<file path="src/logic/trap_unit_consts.svh">
// constants for the breakpoint trap unit
// Notes on behaviour
// - registers reached indirectly: index written at CEh, data at CFh
// - control write: rom, mem addr, mem data, write, read, io, single step
// - control read: enables bits 0-4, bit 5 write trap, bit 6 read trap
// - index one is the data mask; one bit includes that data bit
// - index two: rom address low, else memory trap address
// - index three: rom address high, else memory data compare value
// - writing zero to control disables every trap and single step
// - control 01h traps on rom fetch at address {idx3, idx2}
// - 12h, 0Ah, 1Ah trap on read, write or either at index two address
// - 14h, 0Ch, 1Ch trap on read, write or either with masked data match
// - 16h, 0Eh, 1Eh trap when address and masked data both match
// - control 80h single steps, trapping after every executed instruction
`ifndef TRAP_UNIT_CONSTS_SVH
`define TRAP_UNIT_CONSTS_SVH
`define ADDR_INDEX_SELECT  8'hCE
`define ADDR_DATA_WINDOW   8'hCF
`define ADDR_IRQ_STATUS    8'hD0
`define ADDR_IRQ_ENABLE    8'hD1
`define ADDR_IRQ_CLEAR     8'hD2
`define IDX_CONTROL        2'h0
`define IDX_MASK           2'h1
`define IDX_LOW            2'h2
`define IDX_HIGH           2'h3
`define CTL_ROM            0
`define CTL_MADDR          1
`define CTL_MDATA          2
`define CTL_WRITE          3
`define CTL_READ           4
`define CTL_IO             5
`define CTL_WR_CAUSE       5
`define CTL_RD_CAUSE       6
`define CTL_STEP           7
`define RESET_CONTROL      8'h00
`define RESET_MASK         8'hFF
`define RESET_BYTE         8'h00
`define IRQ_ROM            0
`define IRQ_MEM            1
`define IRQ_STEP           2
`define IRQ_BITS           3
`endif

</file>
<file path="src/logic/trap_unit_pkg.sv">
// types for the breakpoint trap unit
`default_nettype none
package trap_unit_pkg;
   typedef enum logic [1:0] {
      KIND_NONE = 2'h0,
      KIND_ROM  = 2'h1,
      KIND_MEM  = 2'h2,
      KIND_STEP = 2'h3
   } trap_kind_type;
endpackage
`default_nettype wire

</file>
<file path="src/logic/trap_regs.sv">
// three-entry debug register store (indexes one to three) with registered read data
`timescale 1ns/1ns
`default_nettype none
`include "trap_unit_consts.svh"
module trap_regs
(
   input  wire logic       clk,       // system clock
   input  wire logic       rst,       // async reset, high
   input  wire logic       wr_en,     // write strobe
   input  wire logic [1:0] wr_idx,    // written entry
   input  wire logic [7:0] wr_data,   // written value
   input  wire logic [1:0] rd_idx,    // read entry
   output logic      [7:0] rd_data,   // registered read value
   output logic      [7:0] mask,      // entry one
   output logic      [7:0] low,       // entry two
   output logic      [7:0] high       // entry three
);
   logic [7:0] mem_reg [1:3];

   // entries one to three; entry zero lives in the top module
   genvar g;
   generate
      for (g = 1; g < 4; g++)
      begin : g_ent
         always_ff @(posedge clk or posedge rst)
         begin
            if (rst)
               mem_reg[g] <= (g == 1) ? `RESET_MASK : `RESET_BYTE;
            else if (wr_en && wr_idx == 2'(g))
               mem_reg[g] <= wr_data;
         end
      end
   endgenerate

   // read port registered so the top sees a flop output
   always_ff @(posedge clk or posedge rst)
   begin
      if (rst)
         rd_data <= 8'h00;
      else
         rd_data <= (rd_idx == 2'h0) ? 8'h00 : mem_reg[rd_idx];
   end

   assign mask = mem_reg[1];
   assign low  = mem_reg[2];
   assign high = mem_reg[3];
endmodule // trap_regs
`default_nettype wire

</file>
<file path="src/logic/breakpoint_trap_unit.sv">
// breakpoint trap unit: watches cpu fetches and memory cycles, raises debug traps
//
// The address-and-strobe port was decided locally.
`timescale 1ns/1ns
`default_nettype none
`include "trap_unit_consts.svh"
module breakpoint_trap_unit
   import trap_unit_pkg::*;
(
   input  wire logic        CLK_SYS,     // 100 MHz system clock
   input  wire logic        RST,         // async reset, high
   input  wire logic [7:0]  ADDR,        // register address
   input  wire logic [7:0]  WDATA,       // register write data
   input  wire logic        WR,          // write strobe
   input  wire logic        RD,          // read strobe
   output logic      [7:0]  RDATA,       // read data, cycle after RD
   input  wire logic        FETCH,       // cpu opcode fetch strobe
   input  wire logic [15:0] FETCH_ADDR,  // rom fetch address
   input  wire logic        MEM_RD,      // cpu memory read strobe
   input  wire logic        MEM_WR,      // cpu memory write strobe
   input  wire logic [7:0]  MEM_ADDR,    // memory cycle address
   input  wire logic [7:0]  MEM_DATA,    // memory cycle data
   input  wire logic        INSTR_DONE,  // cpu finished an instruction
   output logic             TRAP,        // one-cycle debug trap pulse
   output logic             IRQ          // level interrupt
);
   logic [7:0]    ctl_reg;
   logic [1:0]    index_reg;
   logic          wr_cause_reg;
   logic          rd_cause_reg;
   logic [`IRQ_BITS-1:0] irq_stat_reg;
   logic [`IRQ_BITS-1:0] irq_en_reg;
   logic [7:0]    rdata_next;
   logic          rd_q_reg;
   logic          rd_win_reg;
   logic [7:0]    rd_direct_reg;
   logic [7:0]    win_data;
   logic [7:0]    mask;
   logic [7:0]    low;
   logic [7:0]    high;
   logic          win_wr;
   logic          ctl_wr;
   logic          rom_hit;
   logic          mem_hit;
   logic          step_hit;
   trap_kind_type kind;

   // masked data compare, shared by every data trap mode
   function automatic logic data_match(input logic [7:0] d, input logic [7:0] v,
                                       input logic [7:0] m);
      data_match = ((d ^ v) & m) == 8'h00;
   endfunction

   // index register: software selects the debug register first
   always_ff @(posedge CLK_SYS or posedge RST)
   begin
      if (RST)
         index_reg <= `IDX_CONTROL;
      else if (WR && ADDR == `ADDR_INDEX_SELECT)
         index_reg <= WDATA[1:0];
   end

   assign win_wr = WR && ADDR == `ADDR_DATA_WINDOW;
   assign ctl_wr = win_wr && index_reg == `IDX_CONTROL;

   // entries one to three in the small store
   trap_regs u_regs
   (
      .clk     (CLK_SYS),
      .rst     (RST),
      .wr_en   (win_wr),
      .wr_idx  (index_reg),
      .wr_data (WDATA),
      .rd_idx  (index_reg),
      .rd_data (win_data),
      .mask    (mask),
      .low     (low),
      .high    (high)
   );

   // control enables; bit 6 is not stored, writing zero clears all
   always_ff @(posedge CLK_SYS or posedge RST)
   begin
      if (RST)
         ctl_reg <= `RESET_CONTROL;
      else if (ctl_wr)
         ctl_reg <= WDATA & 8'hBF;
   end

   // rom fetch match on the full 16-bit address
   assign rom_hit = ctl_reg[`CTL_ROM] && FETCH
                    && FETCH_ADDR == {high, low};

   // memory match: address and/or masked data, on enabled cycle kinds
   always_comb
   begin
      logic cyc_ok;
      logic a_ok;
      logic d_ok;
      cyc_ok = (MEM_RD && ctl_reg[`CTL_READ]) || (MEM_WR && ctl_reg[`CTL_WRITE]);
      a_ok   = !ctl_reg[`CTL_MADDR] || MEM_ADDR == low;
      d_ok   = !ctl_reg[`CTL_MDATA] || data_match(MEM_DATA, high, mask);
      // rom mode takes indexes two and three, so memory modes stand aside
      mem_hit = !ctl_reg[`CTL_ROM] && cyc_ok
                && (ctl_reg[`CTL_MADDR] || ctl_reg[`CTL_MDATA]) && a_ok && d_ok;
   end

   assign step_hit = ctl_reg[`CTL_STEP] && INSTR_DONE;

   // classify the trap source for the status register
   always_comb
   begin
      if (rom_hit)
         kind = KIND_ROM;
      else if (mem_hit)
         kind = KIND_MEM;
      else if (step_hit)
         kind = KIND_STEP;
      else
         kind = KIND_NONE;
   end

   // trap pulse to the cpu, registered so the port is a flop
   always_ff @(posedge CLK_SYS or posedge RST)
   begin
      if (RST)
         TRAP <= 1'b0;
      else
         TRAP <= kind != KIND_NONE;
   end

   // cause flags: a hit in the same cycle as a control write wins
   always_ff @(posedge CLK_SYS or posedge RST)
   begin
      if (RST)
      begin
         wr_cause_reg <= 1'b0;
         rd_cause_reg <= 1'b0;
      end
      else
      begin
         if (mem_hit && MEM_WR)
            wr_cause_reg <= 1'b1;
         else if (ctl_wr)
            wr_cause_reg <= 1'b0;
         if (mem_hit && MEM_RD)
            rd_cause_reg <= 1'b1;
         else if (ctl_wr)
            rd_cause_reg <= 1'b0;
      end
   end

   // sticky interrupt status, set beats clear
   always_ff @(posedge CLK_SYS or posedge RST)
   begin
      if (RST)
         irq_stat_reg <= '0;
      else
      begin
         for (int i = 0; i < `IRQ_BITS; i++)
         begin
            if (kind == trap_kind_type'(2'(i + 1)))
               irq_stat_reg[i] <= 1'b1;
            else if (WR && ADDR == `ADDR_IRQ_CLEAR && WDATA[i])
               irq_stat_reg[i] <= 1'b0;
         end
      end
   end

   // interrupt enable register
   always_ff @(posedge CLK_SYS or posedge RST)
   begin
      if (RST)
         irq_en_reg <= '0;
      else if (WR && ADDR == `ADDR_IRQ_ENABLE)
         irq_en_reg <= WDATA[`IRQ_BITS-1:0];
   end

   // interrupt level from a flop, one cycle behind the status
   always_ff @(posedge CLK_SYS or posedge RST)
   begin
      if (RST)
         IRQ <= 1'b0;
      else
         IRQ <= |(irq_stat_reg & irq_en_reg);
   end

   // direct read values, captured every cycle and shown after the strobe
   always_comb
   begin
      rdata_next = 8'h00;
      if (ADDR == `ADDR_INDEX_SELECT)
         rdata_next = {6'h00, index_reg};
      else if (ADDR == `ADDR_DATA_WINDOW && index_reg == `IDX_CONTROL)
         rdata_next = {ctl_reg[7], rd_cause_reg, wr_cause_reg, ctl_reg[4:0]};
      else if (ADDR == `ADDR_IRQ_STATUS)
         rdata_next = {5'h00, irq_stat_reg};
      else if (ADDR == `ADDR_IRQ_ENABLE)
         rdata_next = {5'h00, irq_en_reg};
   end

   // read pipeline; window entries one to three come from the store
   always_ff @(posedge CLK_SYS or posedge RST)
   begin
      if (RST)
      begin
         rd_q_reg      <= 1'b0;
         rd_win_reg    <= 1'b0;
         rd_direct_reg <= 8'h00;
      end
      else
      begin
         rd_q_reg      <= RD;
         rd_win_reg    <= RD && ADDR == `ADDR_DATA_WINDOW && index_reg != `IDX_CONTROL;
         rd_direct_reg <= rdata_next;
      end
   end

   // read data stands only in the cycle after the strobe
   assign RDATA = !rd_q_reg ? 8'h00 : (rd_win_reg ? win_data : rd_direct_reg);
endmodule // breakpoint_trap_unit
`default_nettype wire

</file>
<file path="config.mk">
export PLATFORM = sky130hd
export DESIGN_NAME = breakpoint_trap_unit
export DESIGN_NICKNAME = d
export VERILOG_FILES = /design/src/logic/trap_unit_pkg.sv /design/src/logic/trap_regs.sv /design/src/logic/breakpoint_trap_unit.sv
export VERILOG_INCLUDE_DIRS = /design/src /design/src/logic
export SDC_FILE = /design/constraint.sdc
export NUM_CORES = 1
export LEC_CHECK = 0
export ABC_AREA = 0
export BUFFER_PORTS_ARGS = -buffer_cell sky130_fd_sc_hd__buf_2
export CORE_MARGIN = 10
export CORE_UTILIZATION = 40
export CTS_CLUSTER_DIAMETER = 120
export DETAILED_ROUTE_END_ITERATION = 8
export PLACE_DENSITY = 0.71
export SLEW_MARGIN = 20
export SYNTH_ARGS = -nofsm -noshare
export SYNTH_HDL_FRONTEND = slang
export SYNTH_HIERARCHICAL = 1
export SYNTH_SLANG_ARGS = --single-unit
</file>
<file path="constraint.sdc">
create_clock -name CLK_SYS -period 2.46 [get_ports CLK_SYS]
set_clock_uncertainty 0.1 [all_clocks]
set_input_delay 0.123 -clock CLK_SYS [delete_from_list [all_inputs] [get_ports CLK_SYS]]
set_output_delay 0.123 -clock CLK_SYS [all_outputs]
set_load 0.03 [all_outputs]
</file>
# ---- After elaboration in Yosys (flattened, before gate mapping)
# Index checks and enable logic that the tools add are counted.
dict set report word_totals {
  out_inout_bits 10
  wordCells 99
  in_bits 56
  reg_bits 61
}
dict set report classes {
  muxes 22
  order_cmp 1
  reduce_logical 42
  eq_ne 13
  bitwise_logic 4
}
# cell count
set op_table {}
lappend op_table {{8-bit 2-to-1 mux} 7}
lappend op_table {{8-bit == test, second input constant} 5}
lappend op_table {{1-bit logical AND} 25}
lappend op_table {{8-bit binary-select mux with 2-bit select} 1}
lappend op_table {{16-bit == test} 1}
lappend op_table {{2-bit nonzero test} 7}
lappend op_table {{1-bit 2-to-1 mux} 9}
lappend op_table {{8-bit bitwise AND} 1}
lappend op_table {{2-bit == test, second input constant} 4}
lappend op_table {{8-bit == test} 1}
lappend op_table {{8-bit logical NOT} 1}
lappend op_table {{8-bit XOR} 1}
lappend op_table {{2-bit 2-to-1 mux} 3}
lappend op_table {{3-bit 2-to-1 mux} 2}
lappend op_table {{2-bit by 1-bit == test with 1-bit output, second input constant} 2}
lappend op_table {{1-bit logical OR} 4}
lappend op_table {{3-bit bitwise AND} 1}
lappend op_table {{3-bit >= comparator, second input constant} 1}
lappend op_table {{1-bit logical NOT} 3}
lappend op_table {{2-bit NOT with 3-bit output} 1}
lappend op_table {{3-bit OR reduction} 1}
lappend op_table {{2-bit logical NOT} 1}

# ---- Logic depth before layout (Yosys ltp)
# Gate-level depths: netlist (run 1).
dict set report depth {
  ltp_word 10
  ltp_mapped 6
  depth_no_buf 5
}

# ---- Hierarchy
# The synthesis (run 1) kept the hierarchy.
# mod seq_area_each_um2 area_per_inst_um2 n_inst cells_each
set by_module_without_submodules {}
lappend by_module_without_submodules {breakpoint_trap_unit 700.7 1732.9 1 159}
lappend by_module_without_submodules {trap_regs 810.8 1298.7 1 80}

# ---- Least setup slack after synthesis (run 1)
# Ideal clock, no wire load.
dict set report synth_path {
  path_type {input-to-reg}
  start {input port ADDR[4]}
  end {register u_regs.mem_reg, in the netlist u_regs/low[0]}
  t_arrival_ns 1.476
  setup_ns 0.125
  required_ns 2.235
  path_slack_ns 0.760
  path_buffers 1
  path_stages 6
  path_cell_list {nand4b_1 or3_1 buf_6 nor2_1 nand3b_2 mux2_2}
}
dict set report synth_between {
  elab_chain_len 3
}
# element line
set synth_rtl {}
lappend synth_rtl {{start: declaration} breakpoint_trap_unit.sv:12} ;# input wire logic [7:0] ADDR,
lappend synth_rtl {{8-bit == test (no line)} -}
lappend synth_rtl {{1-bit logical AND (no line)} -}
lappend synth_rtl {{via win_wr} breakpoint_trap_unit.sv:41} ;# logic win_wr;
lappend synth_rtl {{1-bit logical AND} trap_regs.sv:29} ;# else if (wr_en && wr_idx == 2'(g))
lappend synth_rtl {{end signal: indexed assignment} trap_regs.sv:28} ;# mem_reg[g] <= (g == 1) ? `RESET_MASK : `RESET_BYTE;
lappend synth_rtl {{end signal: indexed assignment} trap_regs.sv:30} ;# mem_reg[g] <= wr_data;
lappend synth_rtl {{end: declaration} trap_regs.sv:18} ;# logic [7:0] mem_reg [1:3];
# The timed path passes the listed nets, and every way through them passes these cells.
# A chain may end at the register's enable or synchronous reset.

# ---- Worst setup path after layout (run 1)
dict set report layout_path {
  start {register u_regs.mem_reg, in the netlist u_regs/low[6]}
  end {register irq_stat_reg[2]}
}
dict set report layout_between {
  elab_chain_len 8
  elab_cells_between_ends 11
  classes_between {eq/ne (3); mux (3); reduce/logical (5)}
}
# element line
set layout_rtl {}
lappend layout_rtl {{8-bit == test} breakpoint_trap_unit.sv:101} ;# a_ok = !ctl_reg[`CTL_MADDR] || MEM_ADDR == low;
lappend layout_rtl {{1-bit logical OR} breakpoint_trap_unit.sv:101}
lappend layout_rtl {{1-bit logical AND (2 in series)} breakpoint_trap_unit.sv:104} ;# mem_hit = !ctl_reg[`CTL_ROM] && cyc_ok
lappend layout_rtl {{2-bit 2-to-1 mux} breakpoint_trap_unit.sv:115} ;# else if (mem_hit)
lappend layout_rtl {{2-bit 2-to-1 mux (*)} breakpoint_trap_unit.sv:113} ;# if (rom_hit)
lappend layout_rtl {{2-bit == test (*)} breakpoint_trap_unit.sv:162} ;# if (kind == trap_kind_type'(2'(i + 1)))
lappend layout_rtl {{1-bit 2-to-1 mux or 2-bit nonzero test (tied branches)} -}
lappend layout_rtl {{end signal: assignment} breakpoint_trap_unit.sv:157} ;# irq_stat_reg <= '0;
lappend layout_rtl {{end signal: indexed assignment} breakpoint_trap_unit.sv:163} ;# irq_stat_reg[i] <= 1'b1;
lappend layout_rtl {{end signal: indexed assignment} breakpoint_trap_unit.sv:165} ;# irq_stat_reg[i] <= 1'b0;
lappend layout_rtl {{end: declaration} breakpoint_trap_unit.sv:31} ;# logic [`IRQ_BITS-1:0] irq_stat_reg;
# Mark *: on every way between the ends. The rest lies on a longest branch, timed or not.

==> results of run 1 <==
[worst max-delay path, stage by stage (launching register included)]
cell	delay, ps
sky130_fd_sc_hd__dfrtp_1	440
sky130_fd_sc_hd__xor2_1	180
sky130_fd_sc_hd__nor4_1	490
sky130_fd_sc_hd__a21boi_0	170
sky130_fd_sc_hd__nor3_1	590
sky130_fd_sc_hd__o31ai_1	160
[stage by stage]
| stage | hold WS (ps) | instances | utilization, % | instance area (um^2) | power [mW] |
|---|---|---|---|---|---|
| CTS | 6.58 | 429 | 52.2 | 3820 | 2.28 |
| global route | 14.2 | 429 | 52.2 | 3820 | 2.34 |
| global placement | 111 | 403 | 47.6 | 3490 | 1.22 |
| detailed placement | 114 | 403 | 47.6 | 3490 | 1.22 |
| floorplan | 54.4 | 239 | - | 3030 | 1.13 |
| finish | 15.8 | 429 | 52.2 | 3820 | 2.26 |
[power groups by stage]
| stage | registers, mW | clock network, mW | logic [mW] |
|---|---|---|---|
| floorplan | 1.04 | 0 | 0.0886 |
| global placement | 1.05 | 0 | 0.175 |
| detailed placement | 1.05 | 0 | 0.179 |
| CTS | 1.03 | 1.06 | 0.192 |
| global route | 1.03 | 1.10 | 0.210 |
| finish | 1.03 | 1.04 | 0.189 |
[what timing repair did]
action,CTS,global route
hold buffers,10,0
endpoints found under the hold margin,76,0
setup endpoints to repair,0,0
[layout make-up]
| type | count | area [um^2] | share of cell area (%) |
|---|---|---|---|
| Clock buffer | 11 | 131 | 3.44 |
| Inverter | 6 | 22.5 | 0.589 |
| Clock inverter | 5 | 100 | 2.62 |
| Timing Repair Buffer | 81 | 470 | 12.3 |
| Sequential cell | 60 | 1510 | 39.5 |
| Multi-Input combinational cell | 167 | 1460 | 38.3 |
| Tap cell | 99 | 124 | 3.24 |
[Yosys cell counts (2+ instances only)]
library cell	instances	share of area, %
sky130_fd_sc_hd__dfstp_2	8	6.9
sky130_fd_sc_hd__dfrtp_1	52	43
sky130_fd_sc_hd__nand2b_1	4	0.83
sky130_fd_sc_hd__and2_1	5	1.0
sky130_fd_sc_hd__nand4b_1	2	0.58
sky130_fd_sc_hd__nand4_1	3	0.62
sky130_fd_sc_hd__a22oi_1	6	1.5
sky130_fd_sc_hd__a21boi_0	2	0.50
sky130_fd_sc_hd__mux2_2	37	14
sky130_fd_sc_hd__inv_1	6	0.74
sky130_fd_sc_hd__a22o_1	10	2.9
sky130_fd_sc_hd__mux2i_1	10	3.3
sky130_fd_sc_hd__nor3_1	2	0.33
sky130_fd_sc_hd__o21ai_0	5	0.83
sky130_fd_sc_hd__xor2_1	19	5.5
sky130_fd_sc_hd__o22ai_1	2	0.41
sky130_fd_sc_hd__nor4_1	3	0.62
sky130_fd_sc_hd__buf_2	3	0.50
sky130_fd_sc_hd__nor2_1	4	0.50
sky130_fd_sc_hd__xnor2_1	13	3.8
sky130_fd_sc_hd__mux2_4	6	3.0
sky130_fd_sc_hd__nand3b_2	2	0.74
sky130_fd_sc_hd__nand2_1	6	0.74
sky130_fd_sc_hd__nor2b_1	12	2.5
[layer usage]
metal / wire [um] / up-vias / global-route usage (%)
met2: 3640 / 55 / 21.8
li1: - / 1033 / -
met3: 396 / 9 / 4.25
met1: 3430 / 1015 / 16.5
met4: 79 / 0 / 5.71
met5: 0 / - / 0
[worst min-delay path by stage]
stage	start	endpoint	slack (ps)	cells after the start
after floorplan	RD	rd_q_reg	50	0
after global placement	RST	rd_direct_reg[6]	110	3
after detailed placement	RST	rd_direct_reg[6]	110	3
after CTS	WDATA[2]	ctl_reg[2]	7	2
after global routing	WDATA[2]	ctl_reg[2]	10	2
final	WDATA[2]	ctl_reg[2]	20	2
[kinds of logic (layout without fill, tap and decap cells)]
group                     Yosys count  after routing  share of synthesized area (%)
muxes                              53             53                           20.0
DFF                                60             60                           49.9
buffers and inverters              12            103                           1.86
xor gates and xnor gates           32             32                           9.24
and+or+nand+nor                    51             51                           11.3
AOI/OAI and AO/OA                  31             31                           7.76
==> impl_summary.log, run 1 <==
INFO  metric antenna_found_initial = 0
INFO  metric status = finished, final reports clean
INFO  metric ctsResizeCount = 0
INFO  metric dp_slack = 245 ps
INFO  metric power_density = roughly 590 nW/um^2
INFO  metric crit_required = 2560 ps
INFO  metric die_height = 107 um
INFO  metric worst-slew-pin-transition = 667 ps
INFO  metric max_cap_violations = 0
INFO  metric critical_path_peak_fanout = 5
INFO  metric synthesis.area = 3030 um^2
INFO  metric route.detailed.vias_per_inst = 4.92
INFO  metric share_seq_of_total_power = 45.5%
INFO  metric setup-violations-final = 0
INFO  metric fp.dieArea = 11500 um^2
INFO  metric drive_gt1_share = 43.3%
INFO  metric cts_tree = yes
INFO  metric insertedDiodeCount = 0
INFO  metric rr_endpoint = irq_stat_reg[2]
INFO  metric syn-mean-instance-area = 12.7 um^2
INFO  metric max-slew-margin-rel = between 50% and 60%
INFO  metric grt_remaining_overflow = 0
INFO  metric synth.net_count = around 300
INFO  metric maximum_number_of_pins_on_one_net_before_global_route_repair = 33
INFO  metric timing_worst_setup_path_type = flop to flop
INFO  metric cp_data_arrival_time = 2370 ps
INFO  metric io_pins = 66
INFO  metric layout_commonest_cell = sky130_fd_sc_hd__buf_2
INFO  metric synth_sequential_area_ratio = 49.9%
INFO  metric initial_core_util = 41.4%
INFO  metric layout.cells.most_common_list = sky130_fd_sc_hd__buf_2, sky130_fd_sc_hd__dfrtp_1, sky130_fd_sc_hd__mux2_2
INFO  metric detail_route.drc_violations = 0
INFO  metric worst_r2r_startpoint = u_regs/low[6]
INFO  metric share_of_async_settable_or_async_resettable_flops_after_synthesis = 100%
INFO  metric cts_buffers = 9
INFO  metric timing.final.crit_period = 2270 ps
INFO  metric post_drt_wl_per_cell = 17.6 um
INFO  metric fmax = around 440 MHz
INFO  metric cts.htree.levels = 3
INFO  metric ys_seq_elements = 60
INFO  metric worst_ir_drop_on_vdd = 223 uV
INFO  metric cts_max_path_buffers = 2
INFO  metric global_route.usage.total = 13.6%
INFO  metric post-cts-setup-buffer-count = 0
INFO  metric insertion_delay = ~340 ps
INFO  metric drt_antenna_net_count = 0
INFO  metric ff2ff_path_depth = 5
INFO  metric internal-power = 1.77 mW
INFO  metric first_pass_grt_wire_length = 12.1 mm
INFO  metric dr.first_iter.drc_count = 85
INFO  metric timing.critical_path.to = irq_stat_reg[2]
INFO  metric cts.reportedPaths.clkPinSlew = 70 ps
INFO  metric number_of_cells_produced_by_synthesis = 239
INFO  metric area_growth_syn_to_layout = 26.1%
INFO  metric number_of_hold_violations_in_the_final_report = 0
INFO  metric final.period_utilization = slightly above 90%
INFO  metric finalWirelength = 7.55 mm
INFO  metric nFillCells = 644
INFO  metric number_of_enable_type_register_cells_in_the_synthesized_netlist = 0
INFO  metric yosys.cell_types.count = 41
INFO  metric cts_sinks = 60
INFO  metric crit_path_start = u_regs/low[6]
INFO  metric critical_path.endpoint_type = flop
INFO  metric number_of_rows_in_the_core_area = 31
INFO  metric min_path_type = primary input to flop
INFO  metric design.core.area = 7330 um^2
INFO  metric timing.final.ws_setup = approximately 190 ps
INFO  metric drt_pass1_iterations = 4
INFO  metric hpwl = 5.90 mm
INFO  metric grt_pass1_vias = about 2300
INFO  metric yosys_warnings = 6
INFO  metric nets = 381
INFO  metric netSwitchingFraction = about 22%
INFO  metric place.port_buffers = 65
INFO  metric maxSlewViolCount = 0
INFO  metric final.setup.tns = 0 ps
INFO  metric share_comb_of_total_power = 8.3%
INFO  metric crit_path_launch_type = flop
INFO  metric r2r_setup_slack = 190 ps
INFO  metric setup_repair_after_global_routing_missed_its_margin = false
INFO  metric dominant_register_cell_in_the_synthesized_netlist = sky130_fd_sc_hd__dfrtp_1
INFO  metric die_w = between 100 and 150 um
INFO  metric power.switching = between 0.4 and 0.5 mW
INFO  metric pwr-share-clk = 46.2%
INFO  metric dr_total_vias = 2112
INFO  metric clock-root-buffer = sky130_fd_sc_hd__clkbuf_8
INFO  metric place.gp.congestion = 0.857
INFO  metric p_leak = 1.90 nW
No activity file was read; power rests on OpenSTA's default activity.
==> run 2, diff against run 1 <==
--- a/config.mk
+++ b/config.mk
@@ -6,13 +6,13 @@
 export SDC_FILE = /design/constraint.sdc
 export NUM_CORES = 1
 export LEC_CHECK = 0
-export ABC_AREA = 0
+export ABC_AREA = 1
 export BUFFER_PORTS_ARGS = -buffer_cell sky130_fd_sc_hd__buf_2
 export CORE_MARGIN = 10
 export CORE_UTILIZATION = 40
 export CTS_CLUSTER_DIAMETER = 120
 export DETAILED_ROUTE_END_ITERATION = 8
-export PLACE_DENSITY = 0.71
+export PLACE_DENSITY = 0.7
 export SLEW_MARGIN = 20
 export SYNTH_ARGS = -nofsm -noshare
 export SYNTH_HDL_FRONTEND = slang
==> run 2 against run 1 <==
  * First-iteration DRC count up 130%
  * Non-clock buffer count up 3
  * Combinational power up 23%
  * Cell count up 59%
  * Flip-flop and latch count unchanged
  * Register-to-register slack better by 630 ps
  * Setup slack better by 630 ps
  * Sequential share of layout area down 3.6 points
  * Largest power group is now sequential cells
  * Highest routed layer unchanged
==> impl_summary.log, run 2 <==
INFO  metric die_w = 114 um
INFO  metric status = finished, final reports clean
INFO  metric route.detailed.vias_per_inst = about 5.0
INFO  metric io_pins = 66
INFO  metric syn-mean-instance-area = 7.25 um^2
INFO  metric design.core.area = 8640 um^2
INFO  metric drive_gt1_share = between 15 and 20%
INFO  metric place.port_buffers = 65
INFO  metric timing.hold.ws = 12.9 ps
INFO  metric fp.dieArea = ~13000 um^2
INFO  metric critical_path_peak_fanout = 6
INFO  metric cts_max_path_buffers = 2
INFO  metric crit_path_launch_type = flop
INFO  metric synth_mux_area_share = 0%
INFO  metric timing.final.ws_setup = about 800 ps
INFO  metric hp-start = ADDR[1]
INFO  metric nets = 623
INFO  metric initial_core_util = between 40% and 50%
INFO  metric insertedDiodeCount = 0
INFO  metric crit_required = between 2000 and 3000 ps
INFO  metric share_of_async_settable_or_async_resettable_flops_after_synthesis = 100%
INFO  metric worst_path_top_cell_family_by_delay = simple AND/OR/NAND/NOR gates
INFO  metric worst_r2r_startpoint = u_regs/high[1]
INFO  metric die_height = 114 um
INFO  metric dr_total_vias = 3372
INFO  metric global_route.usage.total = 15.3%
INFO  metric timing_worst_setup_path_type = flop to flop
INFO  metric ys_top_cells_by_area = sky130_fd_sc_hd__dfrtp_1, sky130_fd_sc_hd__nand2_1, sky130_fd_sc_hd__inv_1, sky130_fd_sc_hd__dfstp_2, sky130_fd_sc_hd__nand4_1
INFO  metric post-cts-setup-buffer-count = 0
INFO  metric nFillCells = 902
INFO  metric grt_pass1_vias = roughly 3300
INFO  metric layout.cells.most_common_list = sky130_fd_sc_hd__nand2_1, sky130_fd_sc_hd__inv_1, sky130_fd_sc_hd__buf_2
INFO  metric drt_pass1_iterations = 6
INFO  metric synth.net_count = approximately 540
INFO  metric insertion_delay = 330 ps
INFO  metric synth_top_family_by_area = simple AND/OR/NAND/NOR gates
INFO  metric hold_buffers = 13
INFO  metric number_of_hold_violations_in_the_final_report = 0
INFO  metric antenna_found_initial = 0
INFO  metric detail_route.drc_violations = 0
INFO  metric postLayoutCellArea = 4200 um^2
INFO  metric dp_slack = 744 ps
INFO  metric layout_commonest_cell = sky130_fd_sc_hd__nand2_1
INFO  metric ctsResizeCount = 0
INFO  metric worst_path_most_repeated_cell = sky130_fd_sc_hd__nand2_1
INFO  metric worst-slew-pin-transition = 921 ps
INFO  metric power_density = 492 nW/um^2
INFO  metric yosysMostFrequentCell = sky130_fd_sc_hd__nand2_1
INFO  metric synth-simple-area-share = between 30% and 40%
INFO  metric synthesis.area = 3500 um^2
INFO  metric crit_path_start = u_regs/high[1]
INFO  metric cp_data_arrival_time = between 1500 and 2000 ps
INFO  metric critical_path.endpoint_type = flop
INFO  metric fmax = about 610 MHz
INFO  metric hpwl = 7.79 mm
INFO  metric cts.reportedPaths.clkPinSlew = around 60 ps
INFO  metric synth.cells.most_frequent = sky130_fd_sc_hd__nand2_1, sky130_fd_sc_hd__inv_1, sky130_fd_sc_hd__dfrtp_1
INFO  metric cts_tree = yes
INFO  metric max-slew-margin-rel = 38.2%
INFO  metric synth_compound_area_share = 3.90%
INFO  metric setup_repair_after_global_routing_missed_its_margin = false
INFO  metric min_path_type = primary input to flop
INFO  metric number_of_enable_type_register_cells_in_the_synthesized_netlist = 0
INFO  metric grt_remaining_overflow = 0
INFO  metric post-route-util = 48.7%
INFO  metric dr.first_iter.drc_count = 199
INFO  metric worst_ir_drop_on_vdd = 308 uV
INFO  metric first_pass_grt_wire_length = 16.2 mm
INFO  metric cp_slowest_cell = sky130_fd_sc_hd__dfrtp_1
INFO  metric synth_area_leader_cell = sky130_fd_sc_hd__dfrtp_1
INFO  metric ys_seq_elements = 60
INFO  metric number_of_cells_produced_by_synthesis = 483
INFO  metric critPathBufInv = 1
INFO  metric timing.critical_path.cells = nand2_1, nand2_1, nor2_1, nand2_1, nor2_1, nand3_1, nand2_1, inv_1, nand2_1, nand2_1
INFO  metric max_cap_violations = 0
INFO  metric synth_sequential_area_ratio = 43.2%
INFO  metric area_growth_syn_to_layout = 20.1%
INFO  metric cts_buffers = 9
INFO  metric final.period_utilization = 66.7%
INFO  metric finalWirelength = 9.93 mm
INFO  metric final.setup.tns = 0 ps
INFO  metric number_of_rows_in_the_core_area = 34
INFO  metric drt_antenna_net_count = 0
INFO  metric setup-violations-final = 0
INFO  metric post_synth_xor_area_fraction = 2.50%
INFO  metric maximum_number_of_pins_on_one_net_before_global_route_repair = 39
INFO  metric fraction_of_the_mapped_netlist_area_in_adder_cells = 0%
INFO  metric maxSlewViolCount = 0
INFO  metric cts_sinks = 60
INFO  metric yosys.cell_types.count = 29
INFO  metric p_leak = between 2 and 2.5 nW
INFO  metric placement.cell_area = 3890 um^2
INFO  metric cts.htree.levels = 3
INFO  metric clock-root-buffer = sky130_fd_sc_hd__clkbuf_8
INFO  metric post_drt_wl_per_cell = about 15 um
INFO  metric place.gp.congestion = 0.921
INFO  metric yosys_warnings = 6
INFO  metric timing.final.crit_period = around 1600 ps
INFO  metric area_fraction_of_the_dominant_cell_type_after_synthesis = 37.2%
INFO  metric critical_path.max_stage_delay = 480 ps
INFO  metric dominant_register_cell_in_the_synthesized_netlist = sky130_fd_sc_hd__dfrtp_1
run 2: worst min-delay path, cell delays in order:
cell and delay (ps):
sky130_fd_sc_hd__buf_2 120, sky130_fd_sc_hd__nand3_2 110, sky130_fd_sc_hd__nor2_1 50
run 2: stage by stage:
stage               power [mW]  instances
CTS                       2.07        680
detailed placement        1.27        651
finish                    2.07        680
floorplan                 1.17        483
global placement          1.26        651
global route              2.16        680
run 2: cell families after synthesis:
logic type / after synthesis
DFF: 60
and+or+nand+nor: 309
xor gates and xnor gates: 10
AOI/OAI and AO/OA: 23
buffers and inverters: 81
run 2: layout make-up:
cell class              instances  area [um^2]  area share (%)
clock buffers                  15          176            4.20
flip-flops and latches         60         1510            36.0
repair buffers                 84          500            11.9
multi-input cells             342         1610            38.2
inverters                      70          268            6.37
well taps                     108          135            3.22
clock inverters                 1         5.00           0.119
run 2: power breakdown:
group          internal, mW  switching (mW)
clock                 0.448           0.352
sequential             1.01          0.0211
combinational        0.0916           0.141
total                  1.55           0.514
run 2: final timing paths:
kind | cells past startpoint | slack [ps] | to
max | 10 | 820 | irq_stat_reg[2]
min | 3 | 10 | rd_win_reg
max reg2reg | 10 | 820 | irq_stat_reg[2]
min reg2reg | 2 | 380 | u_regs/mask[5]
max in group asynchronous | 4 | 1300 | u_regs/mask[2]
min in group asynchronous | 4 | 310 | rd_direct_reg[5]
run 2: routing by layer:
layer  global-route usage [%]  vias to the layer above  part of all wire (%)
met1                     20.7                     1570                    44
met2                     23.7                      108                    47
met4                     6.26                        0                   2.3
met5                        0                        -                     0
met3                     2.47                       16                   6.3
li1                         -                     1678                     -
